**src/rtl/pdm_map.svh**
```systemverilog
`ifndef PDM_MAP_SVH
`define PDM_MAP_SVH

// ----------------------------------------
// Register indices (byte address = 4 * index)
// ----------------------------------------
`define PDM_CPU_CTRL_IDX 10'h01F
`define PDM_IO_CTRL_IDX 10'h03F
`define PDM_INT_TRAP_IDX 10'h034
`define PDM_STATUS_IDX 10'h040

// ----------------------------------------
// Field positions
// ----------------------------------------
`define PDM_STBY_SEL_BIT 6
`define PDM_BRWAKE_BIT 5
`define PDM_QUICK_SEL_BIT 3
`define PDM_IO_STOP_BIT 5
`define PDM_INT_EN_LSB 0
`define PDM_INT_EN_MSB 2

// ----------------------------------------
// Reset values
// ----------------------------------------
`define PDM_CPU_CTRL_RST 8'h00
`define PDM_IO_CTRL_RST 8'h00
`define PDM_INT_TRAP_RST 8'h00

// ----------------------------------------
// Timing, in system clocks (recovery in tenths of a clock), and counter width
// ----------------------------------------
`define PDM_STAB_NORMAL 131072
`define PDM_STAB_QUICK 64
`define PDM_IDLE_DELAY 8
`define PDM_RECOV_TENTHS 15
`define PDM_CNT_W 18

`endif

```
**src/rtl/pdm_pkg.sv**
```systemverilog
`default_nettype none

package pdm_pkg;

  // Power states, one-hot
  typedef enum logic [7:0] {
    PDM_ST_RUN      = 8'h01,
    PDM_ST_SLEEP    = 8'h02,
    PDM_ST_SYSSTOP  = 8'h04,
    PDM_ST_IDLE     = 8'h08,
    PDM_ST_STANDBY  = 8'h10,
    PDM_ST_STAB     = 8'h20,
    PDM_ST_IDLEWAIT = 8'h40,
    PDM_ST_RECOV    = 8'h80
  } pdm_state_e;

  typedef logic [7:0] pdm_byte_t;

endpackage

`default_nettype wire

```
**src/rtl/pdm_ctrl.sv**
```systemverilog
// Operation
// - Sleep: core halted, peripherals and clocks run
// - Peripheral halt: peripherals stop, core runs
// - System stop: core, peripherals stop; 1.5-clock recovery, rounded up to two clocks
// - Idle: clock output stops, oscillator runs
// - Control bits six/three pick standby or idle
// - Enter only with halt bit plus sleep
// - Standby also stops oscillator and all clocks
// - Standby wake waits 2^17 stabilisation counts
// - Wake source drops early: back to standby
// - Reset restarts clocks, normal reset sequence
// - Bus request wakes only when enabled
// - Bus wake floats bus, asserts grant
// - Request withdrawn: bus reclaimed, standby left
// - Bus stays released while request persists
// - Non-maskable wake starts its acknowledge
// - Disabled maskable source never ends standby
// - Enabled source, global flag set: acknowledge
// - Global flag clear: continue after sleep
// - Non-maskable falling edge is latched
// - Idle exit skips counter, eight-clock delay
// - Quick standby waits only 2^6 clocks
`timescale 1ns/1ps
`default_nettype none
`include "pdm_map.svh"

module pdm_ctrl #(
  parameter int unsigned STAB_NORMAL = `PDM_STAB_NORMAL,
  parameter int unsigned STAB_QUICK = `PDM_STAB_QUICK,
  parameter int unsigned CNT_W = `PDM_CNT_W
) (
  input wire logic pclk,
  input wire logic presetn,
  input wire logic psel,
  input wire logic penable,
  input wire logic pwrite,
  input wire logic [11:0] paddr,
  input wire logic [31:0] pwdata,
  output logic [31:0] prdata,
  output logic pready,
  output logic pslverr,
  input wire logic sleep_exec,
  input wire logic global_int_enable_flag,
  input wire logic nmi_in_n,
  input wire logic ext_int_zero_in_n,
  input wire logic ext_int_one_in_n,
  input wire logic ext_int_two_in_n,
  input wire logic bus_request_in_n,
  output logic cpu_halt,
  output logic periph_halt,
  output logic osc_enable,
  output logic system_clock_out_en,
  output logic bus_grant_out_n,
  output logic addr_ctrl_oe,
  output logic nmi_ack,
  output logic [2:0] int_ack,
  output logic resume_next,
  output pdm_pkg::pdm_state_e power_state
);
  import pdm_pkg::*;

  localparam int unsigned RECOV_CYC = (`PDM_RECOV_TENTHS + 9) / 10;

  // ----------------------------------------
  // Pin synchronisers
  // ----------------------------------------
  logic [4:0] pins_s;
  logic nmi_s;
  logic [2:0] int_act;
  logic breq_act;

  pdm_sync #(
    .W(5),
    .RST_VAL(5'h1F)
  ) u_sync (
    .clk(pclk),
    .rst_n(presetn),
    .d_in({bus_request_in_n, ext_int_two_in_n, ext_int_one_in_n,
           ext_int_zero_in_n, nmi_in_n}),
    .q_out(pins_s)
  );

  // Active-high views of the interrupt and bus pins; nmi_s stays active-low
  assign nmi_s = pins_s[0];
  assign int_act = ~pins_s[3:1];
  assign breq_act = ~pins_s[4];

  // ----------------------------------------
  // Registers and APB slave
  // ----------------------------------------
  pdm_byte_t cpu_ctrl_ff;
  pdm_byte_t io_ctrl_ff;
  pdm_byte_t itc_ff;
  pdm_state_e state_ff;
  pdm_state_e nxt_state;
  logic [9:0] idx;
  logic acc_go;
  logic req_new;
  logic hit;
  logic [31:0] rdata;
  logic nmi_latch_ff;

  assign idx = paddr[11:2];
  assign req_new = psel & penable & ~pready;
  assign acc_go = psel & penable & pready;

  // Read mux; unmapped words read zero and flag an error
  always_comb begin
    hit = 1'b1;
    rdata = 32'h0;
    case (idx)
      `PDM_CPU_CTRL_IDX: rdata = {24'h0, cpu_ctrl_ff};
      `PDM_IO_CTRL_IDX: rdata = {24'h0, io_ctrl_ff};
      `PDM_INT_TRAP_IDX: rdata = {24'h0, itc_ff};
      `PDM_STATUS_IDX: rdata = {23'h0, nmi_latch_ff, state_ff};
      default: hit = 1'b0;
    endcase
  end

  // One wait state: pready rises one cycle into the access phase
  always_ff @(posedge pclk or negedge presetn) begin
    if (!presetn) begin
      pready <= 1'b0;
      prdata <= 32'h0;
      pslverr <= 1'b0;
    end else begin
      pready <= req_new;
      if (req_new) begin
        prdata <= pwrite ? 32'h0 : rdata;
        pslverr <= ~hit;
      end
    end
  end

  // Software writes land on the completing edge only
  always_ff @(posedge pclk or negedge presetn) begin
    if (!presetn) begin
      cpu_ctrl_ff <= `PDM_CPU_CTRL_RST;
      io_ctrl_ff <= `PDM_IO_CTRL_RST;
      itc_ff <= `PDM_INT_TRAP_RST;
    end else if (acc_go && pwrite) begin
      case (idx)
        `PDM_CPU_CTRL_IDX: cpu_ctrl_ff <= pwdata[7:0];
        `PDM_IO_CTRL_IDX: io_ctrl_ff <= pwdata[7:0];
        `PDM_INT_TRAP_IDX: itc_ff <= pwdata[7:0];
        default: ;
      endcase
    end
  end

  logic stby_sel;
  logic quick_sel;
  logic brwake_en;
  logic io_stop;

  assign stby_sel = cpu_ctrl_ff[`PDM_STBY_SEL_BIT];
  assign quick_sel = cpu_ctrl_ff[`PDM_QUICK_SEL_BIT];
  assign brwake_en = cpu_ctrl_ff[`PDM_BRWAKE_BIT];
  assign io_stop = io_ctrl_ff[`PDM_IO_STOP_BIT];

  // ----------------------------------------
  // Wake sources
  // ----------------------------------------
  logic nmi_prev_ff;
  logic nmi_fall;
  logic nmi_clr;
  logic [2:0] int_wake;
  logic breq_wake;
  logic irq_wake;
  logic deep_wake;

  assign nmi_fall = nmi_prev_ff & ~nmi_s;
  assign int_wake = int_act & itc_ff[`PDM_INT_EN_MSB:`PDM_INT_EN_LSB];
  assign breq_wake = breq_act & brwake_en;
  assign irq_wake = nmi_latch_ff | (|int_wake);
  assign deep_wake = irq_wake | breq_wake;

  // Edge latch keeps a short pulse alive; a new edge beats the clear
  always_ff @(posedge pclk or negedge presetn) begin
    if (!presetn) begin
      nmi_prev_ff <= 1'b1;
      nmi_latch_ff <= 1'b0;
    end else begin
      nmi_prev_ff <= nmi_s;
      if (nmi_fall) begin
        nmi_latch_ff <= 1'b1;
      end else if (nmi_clr) begin
        nmi_latch_ff <= 1'b0;
      end
    end
  end

  // ----------------------------------------
  // Recovery counter
  // ----------------------------------------
  logic cnt_load;
  logic cnt_abort;
  logic cnt_done;
  logic [CNT_W-1:0] cnt_val;

  pdm_stab_cnt #(
    .W(CNT_W)
  ) u_cnt (
    .clk(pclk),
    .rst_n(presetn),
    .load(cnt_load),
    .abort(cnt_abort),
    .load_val(cnt_val),
    .done(cnt_done)
  );

  // ----------------------------------------
  // Power state machine
  // ----------------------------------------
  logic hold_ff;
  logic rec_done;
  logic bus_rel;

  assign rec_done = (state_ff == PDM_ST_RECOV) && cnt_done;
  assign nmi_clr = rec_done & nmi_latch_ff;

  // Next state and counter loads
  always_comb begin
    nxt_state = state_ff;
    cnt_load = 1'b0;
    cnt_abort = 1'b0;
    cnt_val = '0;
    case (state_ff)
      PDM_ST_RUN: begin
        // Already released: no further recovery loops while held
        if (hold_ff && breq_act && !bus_rel) begin
          nxt_state = PDM_ST_RECOV;
          cnt_load = 1'b1;
          cnt_val = CNT_W'(RECOV_CYC);
        end else if (sleep_exec && !io_stop) begin
          nxt_state = PDM_ST_SLEEP;
        end else if (sleep_exec) begin
          case ({stby_sel, quick_sel})
            2'b10: nxt_state = PDM_ST_STANDBY;
            2'b11: nxt_state = PDM_ST_STANDBY;
            2'b01: nxt_state = PDM_ST_IDLE;
            default: nxt_state = PDM_ST_SYSSTOP;
          endcase
        end
      end
      PDM_ST_SLEEP, PDM_ST_SYSSTOP: begin
        if (irq_wake) begin
          nxt_state = PDM_ST_RECOV;
          cnt_load = 1'b1;
          cnt_val = CNT_W'(RECOV_CYC);
        end
      end
      PDM_ST_IDLE: begin
        if (deep_wake) begin
          nxt_state = PDM_ST_IDLEWAIT;
          cnt_load = 1'b1;
          cnt_val = CNT_W'(`PDM_IDLE_DELAY);
        end
      end
      PDM_ST_STANDBY: begin
        if (deep_wake) begin
          nxt_state = PDM_ST_STAB;
          cnt_load = 1'b1;
          cnt_val = quick_sel ? CNT_W'(STAB_QUICK) : CNT_W'(STAB_NORMAL);
        end
      end
      PDM_ST_STAB: begin
        if (!deep_wake) begin
          nxt_state = PDM_ST_STANDBY;
          cnt_abort = 1'b1;
        end else if (cnt_done) begin
          nxt_state = PDM_ST_RECOV;
          cnt_load = 1'b1;
          cnt_val = CNT_W'(RECOV_CYC);
        end
      end
      PDM_ST_IDLEWAIT: begin
        if (cnt_done) begin
          nxt_state = PDM_ST_RECOV;
          cnt_load = 1'b1;
          cnt_val = CNT_W'(RECOV_CYC);
        end
      end
      PDM_ST_RECOV: begin
        if (cnt_done) begin
          nxt_state = PDM_ST_RUN;
        end
      end
      default: nxt_state = PDM_ST_RUN;
    endcase
  end

  // Reset leaves the state at run with clocks going
  always_ff @(posedge pclk or negedge presetn) begin
    if (!presetn) begin
      state_ff <= PDM_ST_RUN;
    end else begin
      state_ff <= nxt_state;
    end
  end

  // Bus hand-over pending after reset or a deep power-down
  always_ff @(posedge pclk or negedge presetn) begin
    if (!presetn) begin
      hold_ff <= 1'b1;
    end else if (nxt_state == PDM_ST_STANDBY
                 || nxt_state == PDM_ST_IDLE) begin
      hold_ff <= 1'b1;
    end else if (state_ff == PDM_ST_RUN && !breq_act) begin
      hold_ff <= 1'b0;
    end
  end

  // ----------------------------------------
  // Clock, halt and bus outputs
  // ----------------------------------------
  logic nxt_bus_rel;

  // Released while a waking request persists, else on withdrawal
  assign nxt_bus_rel = bus_rel ? breq_act
                       : (rec_done && hold_ff && breq_act);

  always_ff @(posedge pclk or negedge presetn) begin
    if (!presetn) begin
      bus_rel <= 1'b0;
    end else begin
      bus_rel <= nxt_bus_rel;
    end
  end

  // Outputs follow the next state so they line up with state_ff
  always_ff @(posedge pclk or negedge presetn) begin
    if (!presetn) begin
      cpu_halt <= 1'b0;
      periph_halt <= 1'b0;
      osc_enable <= 1'b1;
      system_clock_out_en <= 1'b1;
      bus_grant_out_n <= 1'b1;
      addr_ctrl_oe <= 1'b1;
      power_state <= PDM_ST_RUN;
    end else begin
      cpu_halt <= (nxt_state != PDM_ST_RUN) || nxt_bus_rel;
      periph_halt <= (nxt_state == PDM_ST_RUN) ? io_stop
                     : (nxt_state != PDM_ST_SLEEP);
      osc_enable <= (nxt_state != PDM_ST_STANDBY);
      system_clock_out_en <= !(nxt_state == PDM_ST_IDLE
                              || nxt_state == PDM_ST_STANDBY
                              || nxt_state == PDM_ST_STAB
                              || nxt_state == PDM_ST_IDLEWAIT);
      bus_grant_out_n <= ~nxt_bus_rel;
      addr_ctrl_oe <= ~nxt_bus_rel;
      power_state <= nxt_state;
    end
  end

  // Acknowledge pulses at the end of recovery
  always_ff @(posedge pclk or negedge presetn) begin
    if (!presetn) begin
      nmi_ack <= 1'b0;
      int_ack <= 3'h0;
      resume_next <= 1'b0;
    end else begin
      nmi_ack <= nmi_clr;
      int_ack <= (rec_done && !nmi_latch_ff && global_int_enable_flag)
                 ? int_wake : 3'h0;
      resume_next <= rec_done && !nmi_latch_ff && (|int_wake)
                     && !global_int_enable_flag;
    end
  end

  // ----------------------------------------
  // Assertions
  // ----------------------------------------

  // Cycles spent in stabilisation, only for the length checks
  logic [CNT_W-1:0] stab_cyc_ff;

  always_ff @(posedge pclk or negedge presetn) begin
    if (!presetn) begin
      stab_cyc_ff <= '0;
    end else if (state_ff == PDM_ST_STAB) begin
      stab_cyc_ff <= stab_cyc_ff + CNT_W'(1);
    end else begin
      stab_cyc_ff <= '0;
    end
  end

  AST_STAB_NORMAL: assert property (@(posedge pclk) disable iff (!presetn)
    state_ff == PDM_ST_STAB && cnt_done && !quick_sel
      |-> stab_cyc_ff == CNT_W'(STAB_NORMAL - 1))
    else $error("normal stabilisation length wrong");
  AST_SLEEP_HALT: assert property (@(posedge pclk) disable iff (!presetn)
    state_ff == PDM_ST_SLEEP |-> cpu_halt && !periph_halt
      && osc_enable && system_clock_out_en)
    else $error("sleep outputs wrong");

  AST_IOSTOP_RUN: assert property (@(posedge pclk) disable iff (!presetn)
    state_ff == PDM_ST_RUN && $past(state_ff) == PDM_ST_RUN
      && !bus_rel |-> !cpu_halt && periph_halt == $past(io_stop))
    else $error("peripheral halt not following bit");

  AST_SYSSTOP_WAKE: assert property (@(posedge pclk) disable iff (!presetn)
    state_ff == PDM_ST_SYSSTOP && irq_wake
      |=> state_ff == PDM_ST_RECOV [*2] ##1 state_ff == PDM_ST_RUN)
    else $error("system stop recovery not two cycles");

  AST_IDLE_CLOCKS: assert property (@(posedge pclk) disable iff (!presetn)
    state_ff == PDM_ST_IDLE |-> osc_enable && !system_clock_out_en
      && cpu_halt && periph_halt)
    else $error("idle clock gating wrong");

  AST_ENTER_SEL: assert property (@(posedge pclk) disable iff (!presetn)
    state_ff == PDM_ST_RUN && !(hold_ff && breq_act) && sleep_exec
      && io_stop && stby_sel && !quick_sel
      |=> state_ff == PDM_ST_STANDBY)
    else $error("standby not selected");

  AST_ENTER_GATE: assert property (@(posedge pclk) disable iff (!presetn)
    state_ff == PDM_ST_RUN && !sleep_exec
      |=> state_ff inside {PDM_ST_RUN, PDM_ST_RECOV})
    else $error("power-down entered without sleep");

  AST_STANDBY_OFF: assert property (@(posedge pclk) disable iff (!presetn)
    state_ff == PDM_ST_STANDBY |-> !osc_enable
      && !system_clock_out_en && cpu_halt && periph_halt)
    else $error("standby clocks not stopped");

  AST_STAB_ABORT: assert property (@(posedge pclk) disable iff (!presetn)
    state_ff == PDM_ST_STAB && !deep_wake
      |=> state_ff == PDM_ST_STANDBY)
    else $error("stabilisation not aborted");

  AST_BREQ_GATE: assert property (@(posedge pclk) disable iff (!presetn)
    state_ff == PDM_ST_STANDBY && !irq_wake && !brwake_en
      |=> state_ff == PDM_ST_STANDBY)
    else $error("disabled bus request woke standby");

  AST_BUS_GRANT: assert property (@(posedge pclk) disable iff (!presetn)
    bus_rel && breq_act |=> !bus_grant_out_n && !addr_ctrl_oe)
    else $error("bus not released");

  AST_NMI_LATCH: assert property (@(posedge pclk) disable iff (!presetn)
    nmi_fall |=> nmi_latch_ff)
    else $error("nmi edge not latched");

  AST_IDLE_DELAY: assert property (@(posedge pclk) disable iff (!presetn)
    $rose(state_ff == PDM_ST_IDLEWAIT)
      |-> (state_ff == PDM_ST_IDLEWAIT) [*8]
      ##1 state_ff == PDM_ST_RECOV)
    else $error("idle exit delay not eight");

  AST_QUICK_STAB: assert property (@(posedge pclk) disable iff (!presetn)
    state_ff == PDM_ST_STAB && cnt_done && quick_sel
      |-> stab_cyc_ff == CNT_W'(STAB_QUICK - 1))
    else $error("quick stabilisation length wrong");

  AST_NMI_ACK: assert property (@(posedge pclk) disable iff (!presetn)
    rec_done && nmi_latch_ff |=> nmi_ack && int_ack == 3'h0
      && !resume_next)
    else $error("nmi acknowledge missing");

endmodule

`default_nettype wire

```
**src/rtl/pdm_stab_cnt.sv**
```systemverilog
`timescale 1ns/1ps
`default_nettype none

module pdm_stab_cnt #(
  parameter int W = 18
) (
  input wire logic clk,
  input wire logic rst_n,
  input wire logic load,
  input wire logic abort,
  input wire logic [W-1:0] load_val,
  output logic done
);

  logic [W-1:0] cnt_ff;
  logic busy_ff;

  // Down counter; done marks the last counted cycle
  always_ff @(posedge clk or negedge rst_n) begin
    if (!rst_n) begin
      cnt_ff <= '0;
      busy_ff <= 1'b0;
    end else if (abort) begin
      cnt_ff <= '0;
      busy_ff <= 1'b0;
    end else if (load) begin
      cnt_ff <= load_val;
      busy_ff <= 1'b1;
    end else if (busy_ff) begin
      cnt_ff <= cnt_ff - W'(1);
      if (cnt_ff == W'(1)) begin
        busy_ff <= 1'b0;
      end
    end
  end

  assign done = busy_ff & (cnt_ff == W'(1));

endmodule

`default_nettype wire

```
**src/rtl/pdm_sync.sv**
```systemverilog
`timescale 1ns/1ps
`default_nettype none

module pdm_sync #(
  parameter int W = 5,
  parameter logic [W-1:0] RST_VAL = '1
) (
  input wire logic clk,
  input wire logic rst_n,
  input wire logic [W-1:0] d_in,
  output logic [W-1:0] q_out
);

  logic [W-1:0] meta_ff;

  // Two stages; only the second stage is read outside
  always_ff @(posedge clk or negedge rst_n) begin
    if (!rst_n) begin
      meta_ff <= RST_VAL;
      q_out <= RST_VAL;
    end else begin
      meta_ff <= d_in;
      q_out <= meta_ff;
    end
  end

endmodule

`default_nettype wire

```
**config.mk**
```make
export PLATFORM = sky130hd
export DESIGN_NAME = pdm_ctrl
export DESIGN_NICKNAME = d
export VERILOG_FILES = /design/src/rtl/pdm_pkg.sv /design/src/rtl/pdm_ctrl.sv /design/src/rtl/pdm_stab_cnt.sv /design/src/rtl/pdm_sync.sv
export VERILOG_INCLUDE_DIRS = /design/src /design/src/rtl
export SDC_FILE = /design/constraint.sdc
export NUM_CORES = 1
export LEC_CHECK = 0
export BUFFER_PORTS_ARGS = -buffer_cell sky130_fd_sc_hd__buf_2
export CAP_MARGIN = 20
export CORE_ASPECT_RATIO = 1.1
export CORE_UTILIZATION = 48
export DETAILED_ROUTE_END_ITERATION = 12
export GPL_TIMING_DRIVEN = 0
export PLACE_DENSITY = 0.81
export RECOVER_POWER = 100
export SYNTH_ARGS = -nofsm -noshare
export SYNTH_HDL_FRONTEND = slang
export SYNTH_SLANG_ARGS = --single-unit
```
**constraint.sdc**
```tcl
create_clock -name pclk -period 2.2 [get_ports pclk]
set_input_delay 0.33 -clock pclk [delete_from_list [all_inputs] [get_ports pclk]]
set_output_delay 0.33 -clock pclk [all_outputs]
set_load 0.02 [all_outputs]
```
==> impl_metrics.json, run 1 <==
{
  "antenna_found_initial": 0,
  "powerDensity_nw_per_um2": 919.6,
  "required_ps": 2490,
  "crit_path_end_kind": "flip-flop",
  "place.gp.congestion": 0.9041,
  "drive_gt1_share_pct": 32.00,
  "synth_enable_flop_cells": 0,
  "regArea_um2": 2173,
  "status": "complete, but fails checks",
  "nFillCells": 720,
  "core_region_area_um2": 8364,
  "synthMuxAreaShare_pct": 6.800,
  "gr-usage-all-layers_pct": 21.07,
  "arrival_ps": 2640,
  "leakagePower_nw": 2.379,
  "clock_latency_ps": 360,
  "rsz0062_at_grt": "yes",
  "netlist_area_um2": 4140,
  "grt_max_degree": 66,
  "worst_slew_pin_slew_ps": 1161,
  "drtIter0Drc": 167,
  "hp-class": "primary input to flip-flop",
  "critical-path-top-delay-family": "simple AND/OR/NAND/NOR gates",
  "path_buf_inv": 1,
  "finalSetupViolations": 19,
  "clock.fmax_mhz": 425.5,
  "drc": 0,
  "area_delta_synth_final_pct": 23.45,
  "grt_pass1_wl_um": 14920,
  "synthArstFlopShare_pct": 100.0,
  "synth_top_family_by_area": "simple AND/OR/NAND/NOR gates",
  "antenna_cells": 0,
  "min_period_ps": 2350,
  "grt_overflow": 0,
  "cts_sinks": 86,
  "power.total_mw": 4.700,
  "cts_buffers": 9,
  "die-area_um2": 9001,
  "vdd_drop_max_v": 0.0006738,
  "ys_types": 55,
  "synth-compound-area-share_pct": 10.21,
  "violations": "negative setup slack",
  "dp_hpwl_um": 6306,
  "routedWlPerCell_um": 14.85,
  "layout_commonest_cell": "dfrtp_1",
  "finalNetCount": 553,
  "path_class": "flip-flop to flip-flop",
  "fin_skew_ps": 14.35,
  "slowest_stage": "dfstp_2",
  "startpoint_type": "flip-flop",
  "cts_tree": "built",
  "io_pins": 109,
  "instances_no_fill": 611,
  "path_cells": "nand2b_1, and4_1, o22ai_2, nor3_1, nand2_2, buf_4, nor2_1",
  "rows": 35,
  "ys_ff_latch": 86,
  "ctsHtreeMaxLevel": 3,
  "slew_headroom_pct": 22.59,
  "die_w_um": 90.55,
  "initial_core_util_pct": 49.50,
  "ant_nets": 0,
  "routed_wl_um": 9073,
  "clockBufferDepth": 2,
  "multi_input_comb_area_um2": 1923,
  "dr.pass1.iters": 4,
  "dp_slack_ps": -505.5,
  "maxCapViolations": 0,
  "ys_seq_area_share_pct": 52.46,
  "clockRootBuffer": "clkbuf_8",
  "io_buffers": 59,
  "dpl.cell_count": 585,
  "synthAdderAreaFrac_pct": 0.6044,
  "avgSynthCellArea_um2": 10.56,
  "grt_pass1_vias": 3129,
  "ys.flop_type": "dfrtp_1",
  "whs_ps": 64.06,
  "clk_pin_slew_ps": 80,
  "synth-warning-count": 0,
  "worstPathMaxFanout": 10,
  "vias": 3219,
  "setup_ws_ps": -149.9,
  "period_share_pct": 106.8,
  "vias_per_cell": 5.268,
  "die_h_um": 99.41,
  "maxSlewViolCount": 0,
  "synthXorXnorAreaFrac_pct": 3.173,
  "synthSimpleGateAreaFrac_pct": 19.73,
  "hold_viol": 0,
  "max_stage_delay_ps": 530,
  "syn-instance-count": 392,
  "final_cell_mix": "dfrtp_1 (69), clkbuf_1 (42), nor2_1 (33), buf_4 (33), nand2_1 (31)"
}
==> registers in the layout (all words and copies together), names as in the netlist, 3 cells and up <==
name	cells
cpu_ctrl_ff	8
int_ack	3
io_ctrl_ff	8
itc_ff	8
power_state	8
prdata	9
u_cnt.cnt_ff	18
u_sync.meta_ff	5
u_sync.q_out	5
==> kinds of logic after synthesis <==
| group | count (synthesis) |
|---|---|
| xor gates and xnor gates | 15 |
| buffers and inverters | 52 |
| DFF | 86 |
| and+or+nand+nor | 152 |
| AOI/OAI and AO/OA | 59 |
| muxes | 25 |
| adders and majority gates | 2 |
| other | 1 |
==> routing by layer <==
metal  GRT usage [%]  part of all wire, %  up-vias
met4           9.305                  1.7        0
met5               0                    0        -
met2           35.20                   50      106
li1                -                    -     1536
met1           26.31                   43     1563
met3           4.740                  5.2       14
==> what timing repair did <==
item	4_1_cts	5_1_grt
resized for setup	20	20
gates cloned	0	0
pin swaps	9	5
buffers inserted	7	3
endpoints found under the hold margin	14	0
endpoints found under the setup margin	45	71
hold buffers	1	0
==> worst paths after layout <==
check / startpoint / endpoint / slack, ps / cells past startpoint
worst max-delay path: u_sync.q_out[3] / u_cnt.cnt_ff[13] / -150 / 7
worst min-delay path: ext_int_two_in_n / u_sync.meta_ff[3] / 60 / 1
worst max register to register: u_sync.q_out[3] / u_cnt.cnt_ff[13] / -150 / 7
worst min register to register: u_sync.meta_ff[4] / u_sync.q_out[4] / 360 / 0
max in group asynchronous: presetn / hold_ff / 350 / 3
min in group asynchronous: presetn / u_cnt.cnt_ff[12] / 720 / 2
==> report_power, final <==
part | internal, mW | total [mW] | switching [mW]
registers | 1.78 | 1.97 | 0.181
logic | 0.663 | 1.49 | 0.825
clock network | 0.699 | 1.25 | 0.548
total | 3.15 | 4.70 | 1.55
==> stage by stage <==
| step | TNS, ps | utilization (%) | area [um2] |
|---|---|---|---|
| detailed placement | -18960 | 56.13 | 4695 |
| floorplan | -28.86 | - | 4230 |
| global placement | -15830 | 55.77 | 4664 |
| global route | -5424 | 61.11 | 5111 |
| CTS | -2926 | 60.70 | 5077 |
| finish | -1987 | 61.11 | 5111 |
==> cell usage after synthesis, drive strengths merged, types with 7 or more instances <==
cell type   n  area, um2
nand3      15      75.07
mux2       25      281.5
nand2b      7      43.79
clkbuf     15      56.30
o21ai      10      53.80
a22o        9      78.83
nor2       35      131.4
dfstp      16      420.4
nor3       16      80.08
a21oi      12      60.06
xnor2       9      78.83
buf        25      185.2
inv        12      45.04
dfrtp      70       1752
nand2      33      123.9
==> layout make-up <==
type                            instances  area share, %
Sequential cell                        86          42.52
Timing Repair Buffer                   71          7.075
Multi-Input combinational cell        276          37.63
Clock inverter                          4          1.371
Tap cell                              111          2.717
Buffer                                 39          4.774
Inverter                               12         0.8813
Clock buffer                           12          3.036
Power figures use the tool's default switching activity.
==> run 2, diff against run 1 <==
- ABC_AREA: unset -> 1
- CORE_UTILIZATION: 48 -> 49
- PLACE_DENSITY: 0.81 -> 0.8
- SYNTH_HIERARCHICAL: unset -> 1
==> impl_metrics.json, run 2 <==
{
  "ys.flop_type": "dfrtp_1",
  "ant_nets": 0,
  "die-area_um2": 10390,
  "maxCapViolations": 0,
  "core_region_area_um2": 9537,
  "final_cell_mix": "nand2_1 (139), nor2_1 (72), nand3_1 (67), dfrtp_1 (67), inv_1 (66)",
  "ys_types": 38,
  "yosys.area.top_type_share_pct": 35.81,
  "slew_headroom_pct": 44.64,
  "dp_hpwl_um": 8722,
  "io_buffers": 59,
  "design_area_um2": 6001,
  "synth_enable_flop_cells": 0,
  "fin_skew_ps": 10.07,
  "clk_pin_slew_ps": 90,
  "clockRootBuffer": "clkbuf_8",
  "whs_path_depth": 1,
  "finalNetCount": 820,
  "cp.depth": 16,
  "required_ps": 2470,
  "regMostFlops": "u_cnt/cnt_ff",
  "grt_pass1_wl_um": 20190,
  "crit_path_end_kind": "flip-flop",
  "cts_sinks": 86,
  "p_clk_share_pct": 20.6,
  "worst_r2r_path_depth": 16,
  "pwr-share-comb_pct": 43.7,
  "die_w_um": 97.27,
  "whs_ps": 39.68,
  "startpoint_type": "flip-flop",
  "ys_seq_area_share_pct": 44.40,
  "top_usage_layer": "met2",
  "antenna_found_initial": 0,
  "path_cells": "inv_2, nand2_4, nand2_4, nor2_4, nand3_2, nand2_2, inv_2, o21ai_4, nand3_4, nor2_4, nor2_4, inv_4, buf_12, nor2_2, nand2_1, o21ai_2",
  "critical-path-top-delay-family": "simple AND/OR/NAND/NOR gates",
  "clock.fmax_mhz": 471.3,
  "cts_buffers": 9,
  "max_stage_delay_ps": 540,
  "use_met2_pct": 41.00,
  "ys_ff_latch": 86,
  "hold_viol": 0,
  "layout_commonest_cell": "nand2_1",
  "arrival_ps": 2400,
  "p_sw_mw": 2.507,
  "avgSynthCellArea_um2": 7.704,
  "gr-usage-all-layers_pct": 24.38,
  "regArea_um2": 2176,
  "routedWlPerCell_um": 13.80,
  "maxSlewViolCount": 0,
  "die_h_um": 106.8,
  "internal-power_mw": 3.576,
  "grt_pass1_vias": 4305,
  "drc": 0,
  "synth.most_common_cell": "nand2_1",
  "dr.pass1.iters": 5,
  "multi_input_comb_area_um2": 2425,
  "largest_register_ffs": 18,
  "path_class": "flip-flop to flip-flop",
  "vdd_drop_max_v": 0.0008276,
  "drtIter0Drc": 234,
  "place_area_um2": 5504,
  "finalSetupViolations": 0,
  "power_frac_seq_pct": 35.7,
  "use_met3_pct": 4.563,
  "rsz0062_at_grt": "yes",
  "synth_area_leaders": "dfrtp_1 (36%), nand2_1 (12%), dfstp_2 (8.6%)",
  "vias_per_cell": 5.163,
  "instances_no_fill": 884,
  "grt_max_degree": 53,
  "area_delta_synth_final_pct": 22.66,
  "leakagePower_nw": 3.081,
  "cts_tree": "built",
  "grt_overflow": 0,
  "clock_latency_ps": 380,
  "top_regs": "u_cnt/cnt_ff: 18 flops, prdata: 9 flops",
  "initial_core_util_pct": 51.30,
  "worst_slew_pin_slew_ps": 830.4,
  "fin_util_pct": 62.92,
  "ctsHtreeMaxLevel": 3,
  "synthTopCellsByCount": "nand2_1 (150), nor2_1 (78), inv_1 (71)",
  "period_share_pct": 96.44,
  "place.gp.congestion": 0.9114,
  "synth-warning-count": 6,
  "drive_gt1_share_pct": 26.73,
  "slowest_stage": "dfstp_2",
  "path_buf_inv": 4,
  "min_period_ps": 2122,
  "netlist_area_um2": 4892,
  "syn-instance-count": 635,
  "antenna_cells": 0,
  "io_pins": 109,
  "synth_area_leader_cell": "dfrtp_1",
  "nFillCells": 836,
  "rows": 37,
  "vias": 4564,
  "clockBufferDepth": 2,
  "cp_common_cell": "nor2_4",
  "p_sw_share_pct": 41.21,
  "worstPathMaxFanout": 5,
  "routed_wl_um": 12200,
  "powerDensity_nw_per_um2": 1014,
  "dpl.cell_count": 848,
  "power.total_mw": 6.084,
  "hp-class": "primary input to flip-flop",
  "synthArstFlopShare_pct": 100.0,
  "grt_util_met1_pct": 30.60,
  "status": "finished, final reports clean"
}
==> run 2: cell count changes in the layout (fill, tap and decap cells not counted), moves of 12 or more <==
cell,change
conb_1,+14
inv_1,+54
mux2_2,-25
nand2_1,+108
nand2_2,+12
nand3_1,+52
nor2_1,+39
nor2_2,+17
nor2_4,+14
o21ai_0,+22
o21ai_1,+24
==> run 2: cell families after synthesis <==
kind of cell / after synthesis / synth area share (%)
xor+xnor: 2 / 0.3581
compound gates: 75 / 9.054
fa+ha+maj: 2 / 0.5114
flops: 86 / 44.40
other cells: 1 / 0.07665
buf+inv: 114 / 11.66
simple gates: 355 / 33.94
==> run 2: timing repair <==
action / in CTS / in global routing
hold buffers: 1 / 0
buffers inserted: 8 / 10
setup endpoints to repair: 20 / 20
resized for setup: 17 / 51
pin swaps: 8 / 22
cloned: 0 / 1
endpoints found under the hold margin: 30 / 0
==> run 2: final cells by class <==
cell class,instances,share of cell area [%]
plain buffers,35,4.733
clock buffers,9,2.064
clock inverters,7,1.626
inverters,79,5.108
multi-input cells,471,40.41
flip-flops and latches,86,36.26
well taps,117,2.440
repair buffers,80,7.360
==> run 2: worst paths after layout <==
path	start	end	slack (ps)
min in group asynchronous	presetn	cpu_ctrl_ff[1]	580
worst min-delay path	ext_int_zero_in_n	u_sync/meta_ff[1]	40
worst min register to register	u_sync/meta_ff[4]	u_sync/q_out[4]	360
max in group asynchronous	presetn	u_cnt/cnt_ff[5]	320
worst max register to register	u_sync/q_out[2]	u_cnt/cnt_ff[14]	80
worst max-delay path	u_sync/q_out[2]	u_cnt/cnt_ff[14]	80
==> run 2: metal layers <==
layer / vias to the layer above / part of all wire, % / wire (um)
met4: 0 / 3.0 / 368
met2: 186 / 49 / 5941
met1: 2121 / 41 / 5000
met3: 34 / 7.3 / 891
met5: - / 0 / 0
li1: 2223 / - / -
==> run 2: metrics by stage <==
stage	setup WS (ps)	TNS (ps)
2_1_floorplan	42.29	0
3_3_place_gp	-428.9	-7053
3_5_place_dp	-432.1	-7268
4_1_cts	1.805	0
5_1_grt	-66.50	-612.2
6_report	78.28	0
==> run 2: power by group through the flow <==
stage | registers [mW] | logic, mW | clock network (mW)
global route | 2.21 | 2.97 | 1.35
global placement | 2.14 | 2.08 | 0
detailed placement | 2.15 | 2.15 | 0
CTS | 2.14 | 2.28 | 1.27
floorplan | 2.16 | 1.60 | 0
finish | 2.17 | 2.66 | 1.25
==> run 3, diff against run 2 <==
- PLACE_DENSITY: 0.8 -> 0.88
==> impl_metrics.json, run 3 (synthesis gave the netlist of run 2 again) <==
{
  "clock_latency_ps": 360,
  "layout_commonest_cell": "nand2_1",
  "vias": 4797,
  "arrival_ps": 2480,
  "rows": 37,
  "whs_path_depth": 1,
  "internal-power_mw": 3.705,
  "hold_viol": 0,
  "min_period_ps": 2177,
  "initial_core_util_pct": 51.30,
  "clockRootBuffer": "clkbuf_8",
  "reg2reg_slack_ps": 20,
  "final_cell_mix": "nand2_1 (143), nor2_1 (70), nand3_1 (67)",
  "nFillCells": 744,
  "grt_max_degree": 46,
  "antenna_cells": 0,
  "worst_r2r_path_depth": 15,
  "slew_headroom_pct": 28.35,
  "worst_slew_pin_slew_ps": 1075,
  "grt_pass1_vias": 4490,
  "leakagePower_nw": 3.089,
  "cts_tree": "built",
  "cts_sinks": 86,
  "drc": 0,
  "drtIter0Drc": 360,
  "clockBufferDepth": 2,
  "die-area_um2": 10390,
  "clk_pin_slew_ps": 90,
  "drive_gt1_share_pct": 26.78,
  "routedWlPerCell_um": 14.97,
  "p_sw_mw": 2.525,
  "vias_per_cell": 5.390,
  "rsz0062_at_grt": "yes",
  "p_sw_share_pct": 40.53,
  "die_h_um": 106.8,
  "whs_ps": 59.47,
  "powerDensity_nw_per_um2": 1033,
  "pwr-share-comb_pct": 42.9,
  "io_pins": 109,
  "p_clk_share_pct": 22.1,
  "hp-class": "primary input to flip-flop",
  "clock.fmax_mhz": 459.4,
  "cts_buffers": 9,
  "place.gp.congestion": 0.9030,
  "core_region_area_um2": 9537,
  "finalNetCount": 826,
  "fin_skew_ps": 16.28,
  "status": "finished, final reports clean",
  "startpoint_type": "flip-flop",
  "power_frac_seq_pct": 35.0,
  "regMostFlops": "u_cnt/cnt_ff",
  "io_buffers": 59,
  "grt_pass1_wl_um": 20130,
  "finalSetupViolations": 0,
  "maxSlewViolCount": 0,
  "ctsHtreeMaxLevel": 3,
  "ant_nets": 0,
  "path_class": "flip-flop to flip-flop",
  "die_w_um": 97.27,
  "top_regs": "u_cnt/cnt_ff: 18 flops, prdata: 9 flops",
  "gr-usage-all-layers_pct": 24.31,
  "required_ps": 2510,
  "vdd_drop_max_v": 0.0006211,
  "grt_overflow": 0,
  "antenna_found_initial": 0,
  "crit_path_end_kind": "flip-flop",
  "dr.pass1.iters": 5,
  "maxCapViolations": 0,
  "area_delta_synth_final_pct": 23.30,
  "dp_hpwl_um": 8684,
  "largest_register_ffs": 18,
  "power.total_mw": 6.229,
  "routed_wl_um": 13320,
  "worstPathMaxFanout": 5,
  "period_share_pct": 98.94
}
-- run 3: path summary, 6_finish.rpt --
check / startpoint / endpoint
worst max-delay path: u_cnt/cnt_ff[1] / u_cnt/cnt_ff[17]
worst min-delay path: bus_request_in_n / u_sync/meta_ff[4]
worst max register to register: u_cnt/cnt_ff[1] / u_cnt/cnt_ff[17]
worst min register to register: u_sync/meta_ff[3] / u_sync/q_out[3]
max in group asynchronous: presetn / hold_ff
min in group asynchronous: presetn / io_ctrl_ff[1]
-- run 3: critical path, cell delays in order, from the launching register on --
cell	delay, ps
dfrtp_1	410
inv_2	80
ha_1	160
nand3_2	120
nor3_4	210
nand2_2	110
nor2_4	150
o21ai_4	90
nand3_4	140
nor2_4	60
nor2_4	160
inv_4	80
clkbuf_16	170
nor2_4	70
nand2_1	60
nand2_1	50
-- run 3: per-stage QoR --
stage	std cells	setup TNS, ps	cell area (um2)	setup slack, ps	util [%]
after floorplan	671	0	5032	42.29	-
after global placement	847	-6592	5474	-401.6	57.40
after detailed placement	848	-8292	5504	-485.8	57.71
after CTS	876	0	5914	9.255	62.02
after global routing	890	-517.4	6032	-53.74	63.25
final	890	0	6032	23.25	63.25
-- run 3: cell type report --
| class | count | area [um2] | share of cell area, % |
|---|---|---|---|
| tap | 117 | 146.4 | 2.427 |
| clock inverter | 5 | 106.4 | 1.763 |
| multi-input combinational | 471 | 2376 | 39.39 |
| clock buffer | 11 | 141.4 | 2.344 |
| buffer | 35 | 274.0 | 4.543 |
| sequential | 86 | 2177 | 36.09 |
| timing repair buffer | 86 | 504.2 | 8.359 |
| inverter | 79 | 306.5 | 5.082 |
-- run 3: power by group through the flow --
stage,Combinational [mW],Clock [mW],Sequential [mW]
4_1_cts,2.33,1.37,2.12
3_3_place_gp,2.07,0,2.14
5_1_grt,2.96,1.45,2.21
2_1_floorplan,1.60,0,2.16
6_report,2.67,1.38,2.18
3_5_place_dp,2.15,0,2.15
-- run 3: what timing repair did --
item / 4_1_cts / 5_1_grt
endpoints found under the hold margin: 37 / 0
resized for setup: 20 / 32
cloned: 0 / 1
buffers inserted: 11 / 13
hold buffers: 1 / 0
pin swaps: 7 / 17
setup endpoints to repair: 20 / 20
-- run 3: layer usage --
layer,GRT usage (%),up-vias,share of wire [%]
met3,5.476,73,7.6
met4,11.45,0,5.2
li1,-,2237,-
met2,42.00,304,49
met5,0,-,0
met1,28.85,2183,38
